[src/verilog/rssf_regs.svh]
// Constants for the regulator safety status flag bank
// Function
// - Set flags hold until register is read
// - Read clears flags whose condition has gone
// - Power-on reset zeroes every status bit
// - Status registers are read-only, writes ignored
// - Thermal registers: bit1 shutdown, bit0 warning
// - Boost fault bit4 flags ground loss
// - Boost fault bit3 flags overvoltage
// - Boost fault bit2 flags sink current limit
// - Boost fault bit1 flags overload
// - Boost fault bit0 flags short to ground
// - General error bit layout, bits 7:6 reserved
// - Config CRC mismatch sets bit 5
// - EEPROM CRC mismatch sets bit 4
// - Serial error code 00/01/10/11 encoding
// - Driver read-back disagreement sets error bit
`ifndef RSSF_REGS_SVH
`define RSSF_REGS_SVH
`define RSSF_RESET_VALUE       8'h00
`define RSSF_THERM_WARN_BIT    0
`define RSSF_THERM_SHDN_BIT    1
`define RSSF_BOOST_SHORT_BIT   0
`define RSSF_BOOST_OVL_BIT     1
`define RSSF_BOOST_SINK_BIT    2
`define RSSF_BOOST_OVERV_BIT   3
`define RSSF_BOOST_GND_BIT     4
`define RSSF_ERR_SPI_LO_BIT    0
`define RSSF_ERR_SPI_HI_BIT    1
`define RSSF_ERR_ENIRQ_BIT     2
`define RSSF_ERR_RESDRV_BIT    3
`define RSSF_ERR_EECRC_BIT     4
`define RSSF_ERR_CFGCRC_BIT    5
`define RSSF_SPI_NONE          2'h0
`define RSSF_SPI_CMD           2'h1
`define RSSF_SPI_FORMAT        2'h2
`define RSSF_SPI_MISMATCH      2'h3
`endif

[src/verilog/rssf_pkg.sv]
// Types for the regulator safety status flag bank
package rssf_pkg;
    typedef logic [7:0] rssf_byte_t;
    typedef enum logic [1:0] {
        RSSF_SEL_BUCK2_THERM,
        RSSF_SEL_BOOST_FAULT,
        RSSF_SEL_BOOST_THERM,
        RSSF_SEL_GENERAL_ERR
    } rssf_sel_e;
endpackage

[src/verilog/rssf_flag_reg.sv]
// One read-to-clear status flag register
`timescale 1ns/1ps
`include "rssf_regs.svh"
module rssf_flag_reg (
    input  wire logic       clk,
    input  wire logic       rst,
    input  wire logic [7:0] cond,
    input  wire logic [7:0] valid_mask,
    input  wire logic       rd_clear,
    output logic      [7:0] value
);
    // Sticky flags; clear drops only bits whose condition is gone, set wins
    always_ff @(posedge clk or posedge rst) begin
        if (rst) begin
            value <= `RSSF_RESET_VALUE;
        end else if (rd_clear) begin
            value <= cond & valid_mask;
        end else begin
            value <= (value | cond) & valid_mask;
        end
    end
endmodule

[src/verilog/rssf_status_bank.sv]
// Regulator safety status flag bank with read-to-clear access
`timescale 1ns/1ps
`include "rssf_regs.svh"
module rssf_status_bank (
    input  wire logic       clk,
    input  wire logic       rst,
    input  wire logic       second_buck_thermal_shutdown,
    input  wire logic       second_buck_thermal_warning,
    input  wire logic       boost_ground_loss,
    input  wire logic       boost_overvoltage,
    input  wire logic       boost_high_side_sink_limit,
    input  wire logic       boost_overload,
    input  wire logic       boost_short_to_ground,
    input  wire logic       boost_thermal_shutdown,
    input  wire logic       boost_thermal_warning,
    input  wire logic [7:0] config_crc_calc,
    input  wire logic [7:0] config_crc_expected,
    input  wire logic       config_crc_valid,
    input  wire logic [7:0] eeprom_crc_calc,
    input  wire logic [7:0] eeprom_crc_expected,
    input  wire logic       eeprom_crc_valid,
    input  wire logic       reset_driver_drive,
    input  wire logic       reset_driver_sense,
    input  wire logic       enable_irq_driver_drive,
    input  wire logic       enable_irq_driver_sense,
    input  wire logic       spi_error_valid,
    input  wire logic [1:0] spi_error_code,
    input  wire logic       read_buck2_thermal_status_cmd,
    input  wire logic       read_boost_fault_status_cmd,
    input  wire logic       read_boost_thermal_status_cmd,
    input  wire logic       read_general_error_status_cmd,
    output logic      [7:0] read_data,
    output logic            read_valid,
    output logic      [7:0] buck2_thermal_status,
    output logic      [7:0] boost_fault_status,
    output logic      [7:0] boost_thermal_status,
    output logic      [7:0] general_error_status
);
    // Implemented bits of each register; reserved bits always read zero
    localparam logic [7:0] THERM_MASK = 8'h03;
    localparam logic [7:0] BOOST_MASK = 8'h1f;
    localparam logic [7:0] ERR_MASK   = 8'h3f;

    // Condition images, one per register, and the read decode
    logic [7:0]           therm2_cond;
    logic [7:0]           boost1_cond;
    logic [7:0]           boost2_cond;
    logic [7:0]           err_cond;
    logic [7:0]           spi_code_bits;
    logic [3:0]           read_cmds;
    logic                 read_any;
    rssf_pkg::rssf_sel_e  read_sel;
    rssf_pkg::rssf_byte_t read_pick;

    // True when a checked CRC does not match its reference
    function automatic logic crc_bad(
        input logic [7:0] calc,
        input logic [7:0] exp_v,
        input logic       valid
    );
        crc_bad = valid && (calc != exp_v);
    endfunction

    // True when a driver's sensed level differs from the level it drives
    function automatic logic readback_bad(
        input logic drive,
        input logic sense
    );
        readback_bad = drive != sense;
    endfunction

    // Thermal register image: shutdown in bit 1, warning in bit 0, the rest zero
    function automatic rssf_pkg::rssf_byte_t therm_bits(
        input logic shutdown,
        input logic warning
    );
        therm_bits                       = 8'h00;
        therm_bits[`RSSF_THERM_SHDN_BIT] = shutdown;
        therm_bits[`RSSF_THERM_WARN_BIT] = warning;
    endfunction

    // Register addressed by a read; the lowest strobe wins if several rise together
    function automatic rssf_pkg::rssf_sel_e sel_from_cmds(
        input logic [3:0] cmds
    );
        if (cmds[0]) begin
            sel_from_cmds = rssf_pkg::RSSF_SEL_BUCK2_THERM;
        end else if (cmds[1]) begin
            sel_from_cmds = rssf_pkg::RSSF_SEL_BOOST_FAULT;
        end else if (cmds[2]) begin
            sel_from_cmds = rssf_pkg::RSSF_SEL_BOOST_THERM;
        end else begin
            sel_from_cmds = rssf_pkg::RSSF_SEL_GENERAL_ERR;
        end
    endfunction

    // Current contents of the addressed register, taken before any clear
    function automatic rssf_pkg::rssf_byte_t pick_status(
        input rssf_pkg::rssf_sel_e  sel,
        input rssf_pkg::rssf_byte_t b2t,
        input rssf_pkg::rssf_byte_t bf,
        input rssf_pkg::rssf_byte_t bt,
        input rssf_pkg::rssf_byte_t ge
    );
        case (sel)
            rssf_pkg::RSSF_SEL_BUCK2_THERM: pick_status = b2t;
            rssf_pkg::RSSF_SEL_BOOST_FAULT: pick_status = bf;
            rssf_pkg::RSSF_SEL_BOOST_THERM: pick_status = bt;
            rssf_pkg::RSSF_SEL_GENERAL_ERR: pick_status = ge;
            default:                        pick_status = 8'h00;
        endcase
    endfunction

    // Thermal conditions of the second buck stage and of the boost converter
    always_comb begin
        therm2_cond = therm_bits(second_buck_thermal_shutdown,
                                 second_buck_thermal_warning);
        boost2_cond = therm_bits(boost_thermal_shutdown,
                                 boost_thermal_warning);
    end

    // Boost converter fault conditions onto their bit positions
    always_comb begin
        boost1_cond                        = 8'h00;
        boost1_cond[`RSSF_BOOST_GND_BIT]   = boost_ground_loss;
        boost1_cond[`RSSF_BOOST_OVERV_BIT] = boost_overvoltage;
        boost1_cond[`RSSF_BOOST_SINK_BIT]  = boost_high_side_sink_limit;
        boost1_cond[`RSSF_BOOST_OVL_BIT]   = boost_overload;
        boost1_cond[`RSSF_BOOST_SHORT_BIT] = boost_short_to_ground;
    end

    // Serial error code counts only while its strobe is high; codes combine by OR
    always_comb begin
        spi_code_bits = 8'h00;
        if (spi_error_valid) begin
            spi_code_bits[`RSSF_ERR_SPI_HI_BIT:`RSSF_ERR_SPI_LO_BIT] =
                spi_error_code;
        end
    end

    // CRC checks and driver read-back on top of the serial error code
    always_comb begin
        err_cond = spi_code_bits;
        err_cond[`RSSF_ERR_CFGCRC_BIT] =
            crc_bad(config_crc_calc, config_crc_expected, config_crc_valid);
        err_cond[`RSSF_ERR_EECRC_BIT] =
            crc_bad(eeprom_crc_calc, eeprom_crc_expected, eeprom_crc_valid);
        err_cond[`RSSF_ERR_RESDRV_BIT] =
            readback_bad(reset_driver_drive, reset_driver_sense);
        err_cond[`RSSF_ERR_ENIRQ_BIT] =
            readback_bad(enable_irq_driver_drive, enable_irq_driver_sense);
    end

    // Gather the read strobes and pick the addressed register
    always_comb begin
        read_cmds[0] = read_buck2_thermal_status_cmd;
        read_cmds[1] = read_boost_fault_status_cmd;
        read_cmds[2] = read_boost_thermal_status_cmd;
        read_cmds[3] = read_general_error_status_cmd;
        read_any     = |read_cmds;
        read_sel     = sel_from_cmds(read_cmds);
        read_pick    = pick_status(read_sel, buck2_thermal_status, boost_fault_status,
                                   boost_thermal_status, general_error_status);
    end

    // The four status registers; no write path exists
    rssf_flag_reg u_buck2_therm (
        .clk        (clk),
        .rst        (rst),
        .cond       (therm2_cond),
        .valid_mask (THERM_MASK),
        .rd_clear   (read_buck2_thermal_status_cmd),
        .value      (buck2_thermal_status)
    );

    // Boost converter fault flags
    rssf_flag_reg u_boost_fault (
        .clk        (clk),
        .rst        (rst),
        .cond       (boost1_cond),
        .valid_mask (BOOST_MASK),
        .rd_clear   (read_boost_fault_status_cmd),
        .value      (boost_fault_status)
    );

    // Boost converter thermal flags
    rssf_flag_reg u_boost_therm (
        .clk        (clk),
        .rst        (rst),
        .cond       (boost2_cond),
        .valid_mask (THERM_MASK),
        .rd_clear   (read_boost_thermal_status_cmd),
        .value      (boost_thermal_status)
    );

    // General error flags: CRC, driver read-back, serial error code
    rssf_flag_reg u_general_err (
        .clk        (clk),
        .rst        (rst),
        .cond       (err_cond),
        .valid_mask (ERR_MASK),
        .rd_clear   (read_general_error_status_cmd),
        .value      (general_error_status)
    );

    // Reply strobe: one cycle after any read command
    always_ff @(posedge clk or posedge rst) begin
        if (rst) begin
            read_valid <= 1'b0;
        end else begin
            read_valid <= read_any;
        end
    end

    // Reply data: the pre-clear value, held until the next read
    always_ff @(posedge clk or posedge rst) begin
        if (rst) begin
            read_data <= `RSSF_RESET_VALUE;
        end else if (read_any) begin
            read_data <= read_pick;
        end
    end
endmodule

[config.mk]
export PLATFORM = sky130hd
export DESIGN_NAME = rssf_status_bank
export DESIGN_NICKNAME = d
export VERILOG_FILES = /design/src/verilog/rssf_pkg.sv /design/src/verilog/rssf_flag_reg.sv /design/src/verilog/rssf_status_bank.sv
export VERILOG_INCLUDE_DIRS = /design/src /design/src/verilog
export SDC_FILE = /design/constraint.sdc
export NUM_CORES = 1
export LEC_CHECK = 0
export ABC_AREA = 1
export BUFFER_PORTS_ARGS = -buffer_cell sky130_fd_sc_hd__buf_4
export CAP_MARGIN = 20
export CORE_AREA = 2 2 49 85
export CTS_BUF_LIST = sky130_fd_sc_hd__clkbuf_8
export CTS_CLUSTER_DIAMETER = 60
export DETAILED_ROUTE_END_ITERATION = 10
export DIE_AREA = 0 0 51 87
export GPL_TIMING_DRIVEN = 0
export PLACE_DENSITY = 0.76
export RECOVER_POWER = 25
export SYNTH_ARGS = -nofsm -noshare
export SYNTH_HDL_FRONTEND = slang
export SYNTH_SLANG_ARGS = --single-unit
[constraint.sdc]
create_clock -name clk -period 0.9 [get_ports clk]
set_input_delay 0 -clock clk [delete_from_list [all_inputs] [get_ports clk]]
set_output_delay 0 -clock clk [all_outputs]
set_load 0.05 [all_outputs]
==> results.md <==
Placed design:
- Before CTS, the worst setup slack after placement is -16.2 ps.
- During placement, the flow inserted port buffers numbering 76.
- Once detailed placement completed, the half-perimeter wirelength came to 2.78 mm.
- Routability-driven placement finished with a final weighted congestion of 0.704.
- The total placed cells including tap cells is 322.
- The placed instances occupy a cell area of 2110 um2.

Clocking:
- The hold buffer count at CTS is 16.
- In this run, CTS created clock tree buffers numbering 3.
- The clock drives 22 sinks.
- Counting along the longest clock path gives a buffer depth of 2.
- The clock insertion delay at the later pin of the skew report is 260 ps.
- In this run the number of H-tree levels came out at 1.
- The tree is rooted in a sky130_fd_sc_hd__clkbuf_8.
- The clock-pin slew of the registers on the worst-case setup and hold paths is 70 ps.
- The clock tree from TritonCTS is built.

Floorplan:
- The initial core utilization is 36.3%.
- The vertical die dimension is 87 um.
- The area inside the core boundary is 3790 um2.
- Pin placement for this block handled 97 I/O pins.
- The area enclosed by the die boundary is 4440 um2.
- In this run the core area contains 30 standard-cell rows.
- The floorplan die width is 51 um.

Global route:
- For this run, the total global-route usage over all layers was measured as 15.0%.
- For this run the aggregate overflow at the end of global routing stands at 0.
- The largest net degree at the start of global routing is 23.
- The initial antenna violation count is 0.
- The number of global-route vias before repair was 1250.
- The first global-routing pass estimated 4.97 mm of wire.

Min path:
- The min-delay analysis places its worst path in the category primary input to asynchronous set/reset pin.

Timing:
- The worst path uses 101% of the clock period.
- The final-report max-slew violation count came to 0.
- For the pin with the worst max-slew slack, the measured transition is 799 ps.
- Setup repair after global routing could not meet its margin everywhere.
- The total setup violations reported at the end of the flow is 2.
- Counting I/O delays and the setup requirement, the final critical path takes 913 ps.
- The slack of the critical path is -12.9 ps.
- The timing-limited maximum frequency is 1100 MHz.
- The worst max-slew margin expressed relative to the limit is 46.6%.
- The hold violation total from the final report is 25.
- On the final layout, the worst hold slack is -111 ps.
- Across the routed clock network, the largest skew measured is 1.06 ps.

Power:
- The total leakage power is 1.32 nW.
- Of the total power, registers draw 37.7%.
- The switching part of the total power is 35.4%.
- The part of the power in the clock network is 23.0%.
- The peak supply drop is 0.000911 V.
- In this run the power spent charging and discharging nets is 1.06 mW.
- Internal power comes to 1.93 mW.
- The power share of the combinational group is 39.4%.
- The power per standard cell area is 1280 nW/um2.

Logic synthesis:
- The number of distinct library cells after synthesis is 21.
- The post-synthesis average cell area is 7.65 um2.
- After synthesis, flip-flops and latches occupy 40.0% of the total area.
- Synthesis produced a netlist whose cell count is 180.
- The netlist area before placement is 1380 um2.
- The synthesis warning total is 0.
- Synthesis inferred 22 register bits.
- In the post-synthesis netlist, the biggest area contributors are sky130_fd_sc_hd__dfrtp_1 (40%), sky130_fd_sc_hd__nand2_1 (18%), sky130_fd_sc_hd__buf_4 (10%).
- The biggest area contributor in the post-synthesis netlist is sky130_fd_sc_hd__dfrtp_1.
- The portion of synthesized cell area occupied by the leading cell type is 40.0%.

Critical path:
- The library cell contributing the largest single delay on the critical path is sky130_fd_sc_hd__dfrtp_2.
- Along the worst path, the maximum fanout reaches 3.
- The dominant cell type by count on the critical path is sky130_fd_sc_hd__a21oi_2.
- STA classifies the critical path startpoint as a flip-flop.
- In this design, the stage delay of the slowest critical-path cell is 430 ps.
- For the worst setup path, the data arrival time is 1070 ps.
- STA puts the critical path data required time at 1060 ps.
- STA classifies the critical path endpoint as a flip-flop.
- The class of the most critical setup path is flip-flop to flip-flop.
- The critical path goes through a21oi_2, nand2_1, a21oi_2, o21ai_2.

Cells and area:
- The repair_antennas step left the layout with diodes totalling 0.
- Leaving out filler cells and counting taps, the final layout contains 342.
- Of the cells placed in the final design, the portion with a size suffix greater than 1 is 44.6%.
- The finished cells cover 2330 um2.
- The post-synthesis to final-layout area growth is 69.1%.
- After the last flow step, the layout net total stands at 351.

Status:
- The flow ran to the end, but the final reports show violations.
- The checks that failed: hold timing, setup timing.

Detailed routing:
- The via count normalized by instance count is 4.09.
- The number of DRC markers after the initial detailed-route iteration is 9.
- The total number of vias is 1400.
- The total wirelength of the detailed-routed design is 3.31 mm.
- The number of detailed-route iterations in the first pass is 4.
- The routed wirelength normalized by instance count is 9.68 um.
- The post-detailed-route count of antenna-violating nets is 0.
- The final routed DRC violation total is 0.

Job:
- Across the run, the number of max-cap violations was 0.
[power groups by stage]
stage,Clock (mW),Combinational (mW),Sequential (mW)
2_1_floorplan,0,0.479,1.41
5_1_grt,0.753,1.25,1.14
3_3_place_gp,0,1.11,1.14
3_5_place_dp,0,1.12,1.14
6_report,0.687,1.18,1.13
4_1_cts,0.698,1.18,1.13
[stage by stage]
stage               setup TNS [ps]  total power, mW  hold WS [ps]  util [%]
floorplan                     -183             1.88         -11.7         -
detailed placement           -28.1             2.27           183      55.6
finish                       -14.2             2.99          -111      61.5
global route                  -103             3.14         -38.7      61.5
CTS                          -37.6             3.00         -75.9      61.3
global placement             -21.1             2.25           180      55.6
[final cells by class]
class,instances,area [um2]
fillers,366,1460
repair buffers,92,738
multi-input cells,126,638
flip-flops and latches,22,567
plain buffers,20,154
inverters,30,118
well taps,48,60.1
clock buffers,4,55.1
[timing repair]
action | CTS | global route
setup endpoints to repair | 2 | 5
endpoints found under the hold margin | 37 | 25
resized for setup | 0 | 2
pin swaps | 3 | 1
buffers inserted | 0 | 0
[cells in the mapped netlist (all sizes together)]
cell and count:
a21o 6, a21oi 5, buf 20, conb 1, dfrtp 22, inv 30
nand2 66, nand3 2, nor2 6, o21ai 7, o21bai 5, o22ai 2
xnor2 8
[kinds of logic after synthesis]
kind of cell	share of synthesized area [%]
buf+inv	19.7
flops	40.0
simple gates	22.6
xor+xnor	5.09
compound gates	12.4
other cells	0.272
[final timing paths]
check / start / to / slack [ps] / depth (start not counted)
max: u_boost_fault.value[0]$_DFF_PP0_ / read_data[0]$_DFFE_PP0P_ / -10 / 4
min: rst / read_data[5]$_DFFE_PP0P_ / -110 / 2
max reg2reg: u_boost_fault.value[0]$_DFF_PP0_ / read_data[0]$_DFFE_PP0P_ / -10 / 4
min reg2reg: read_data[4]$_DFFE_PP0P_ / read_data[4]$_DFFE_PP0P_ / 490 / 2
max in group asynchronous: rst / u_boost_fault.value[2]$_DFF_PP0_ / 460 / 2
min in group clk: read_boost_fault_status_cmd / u_boost_fault.value[2]$_DFF_PP0_ / -40 / 2
[per-layer routing]
| metal | global-route usage, % | vias to the layer above | wire, um |
|---|---|---|---|
| li1 | - | 732 | - |
| met1 | 12.3 | 606 | 931 |
| met2 | 32.0 | 55 | 2080 |
| met3 | 2.41 | 7 | 233 |
| met4 | 6.63 | 0 | 67 |
| met5 | 0 | - | 0 |
[worst max-delay path: cells and delay by family, from the launching register on]
| family | cells | cell delay [ps] |
|---|---|---|
| AND/OR/NAND/NOR | 1 | 80 |
| AO/OA/AOI/OAI | 3 | 310 |
| flip-flops | 1 | 430 |
[placed cells by master (no fill, tap or decap), drive strengths merged]
cell / netlist / final
a21o: 6 / 6
a21oi: 5 / 5
buf: 20 / 95
clkbuf: 0 / 5
conb: 1 / 19
dfrtp: 22 / 22
dlygate4sd3: 0 / 16
inv: 30 / 30
nand2: 66 / 66
nand3: 2 / 2
nor2: 6 / 6
o21ai: 7 / 7
o21bai: 5 / 5
o22ai: 2 / 2
xnor2: 8 / 8
[sequential cells by signal, indices dropped and copies added (netlist names)]
| name | cells |
|---|---|
| u_boost_therm.value | 2 |
| read_valid | 1 |
| u_general_err.value | 6 |
| read_data | 6 |
| u_buck2_therm.value | 2 |
| u_boost_fault.value | 5 |
(Power assumes the default switching activity.)
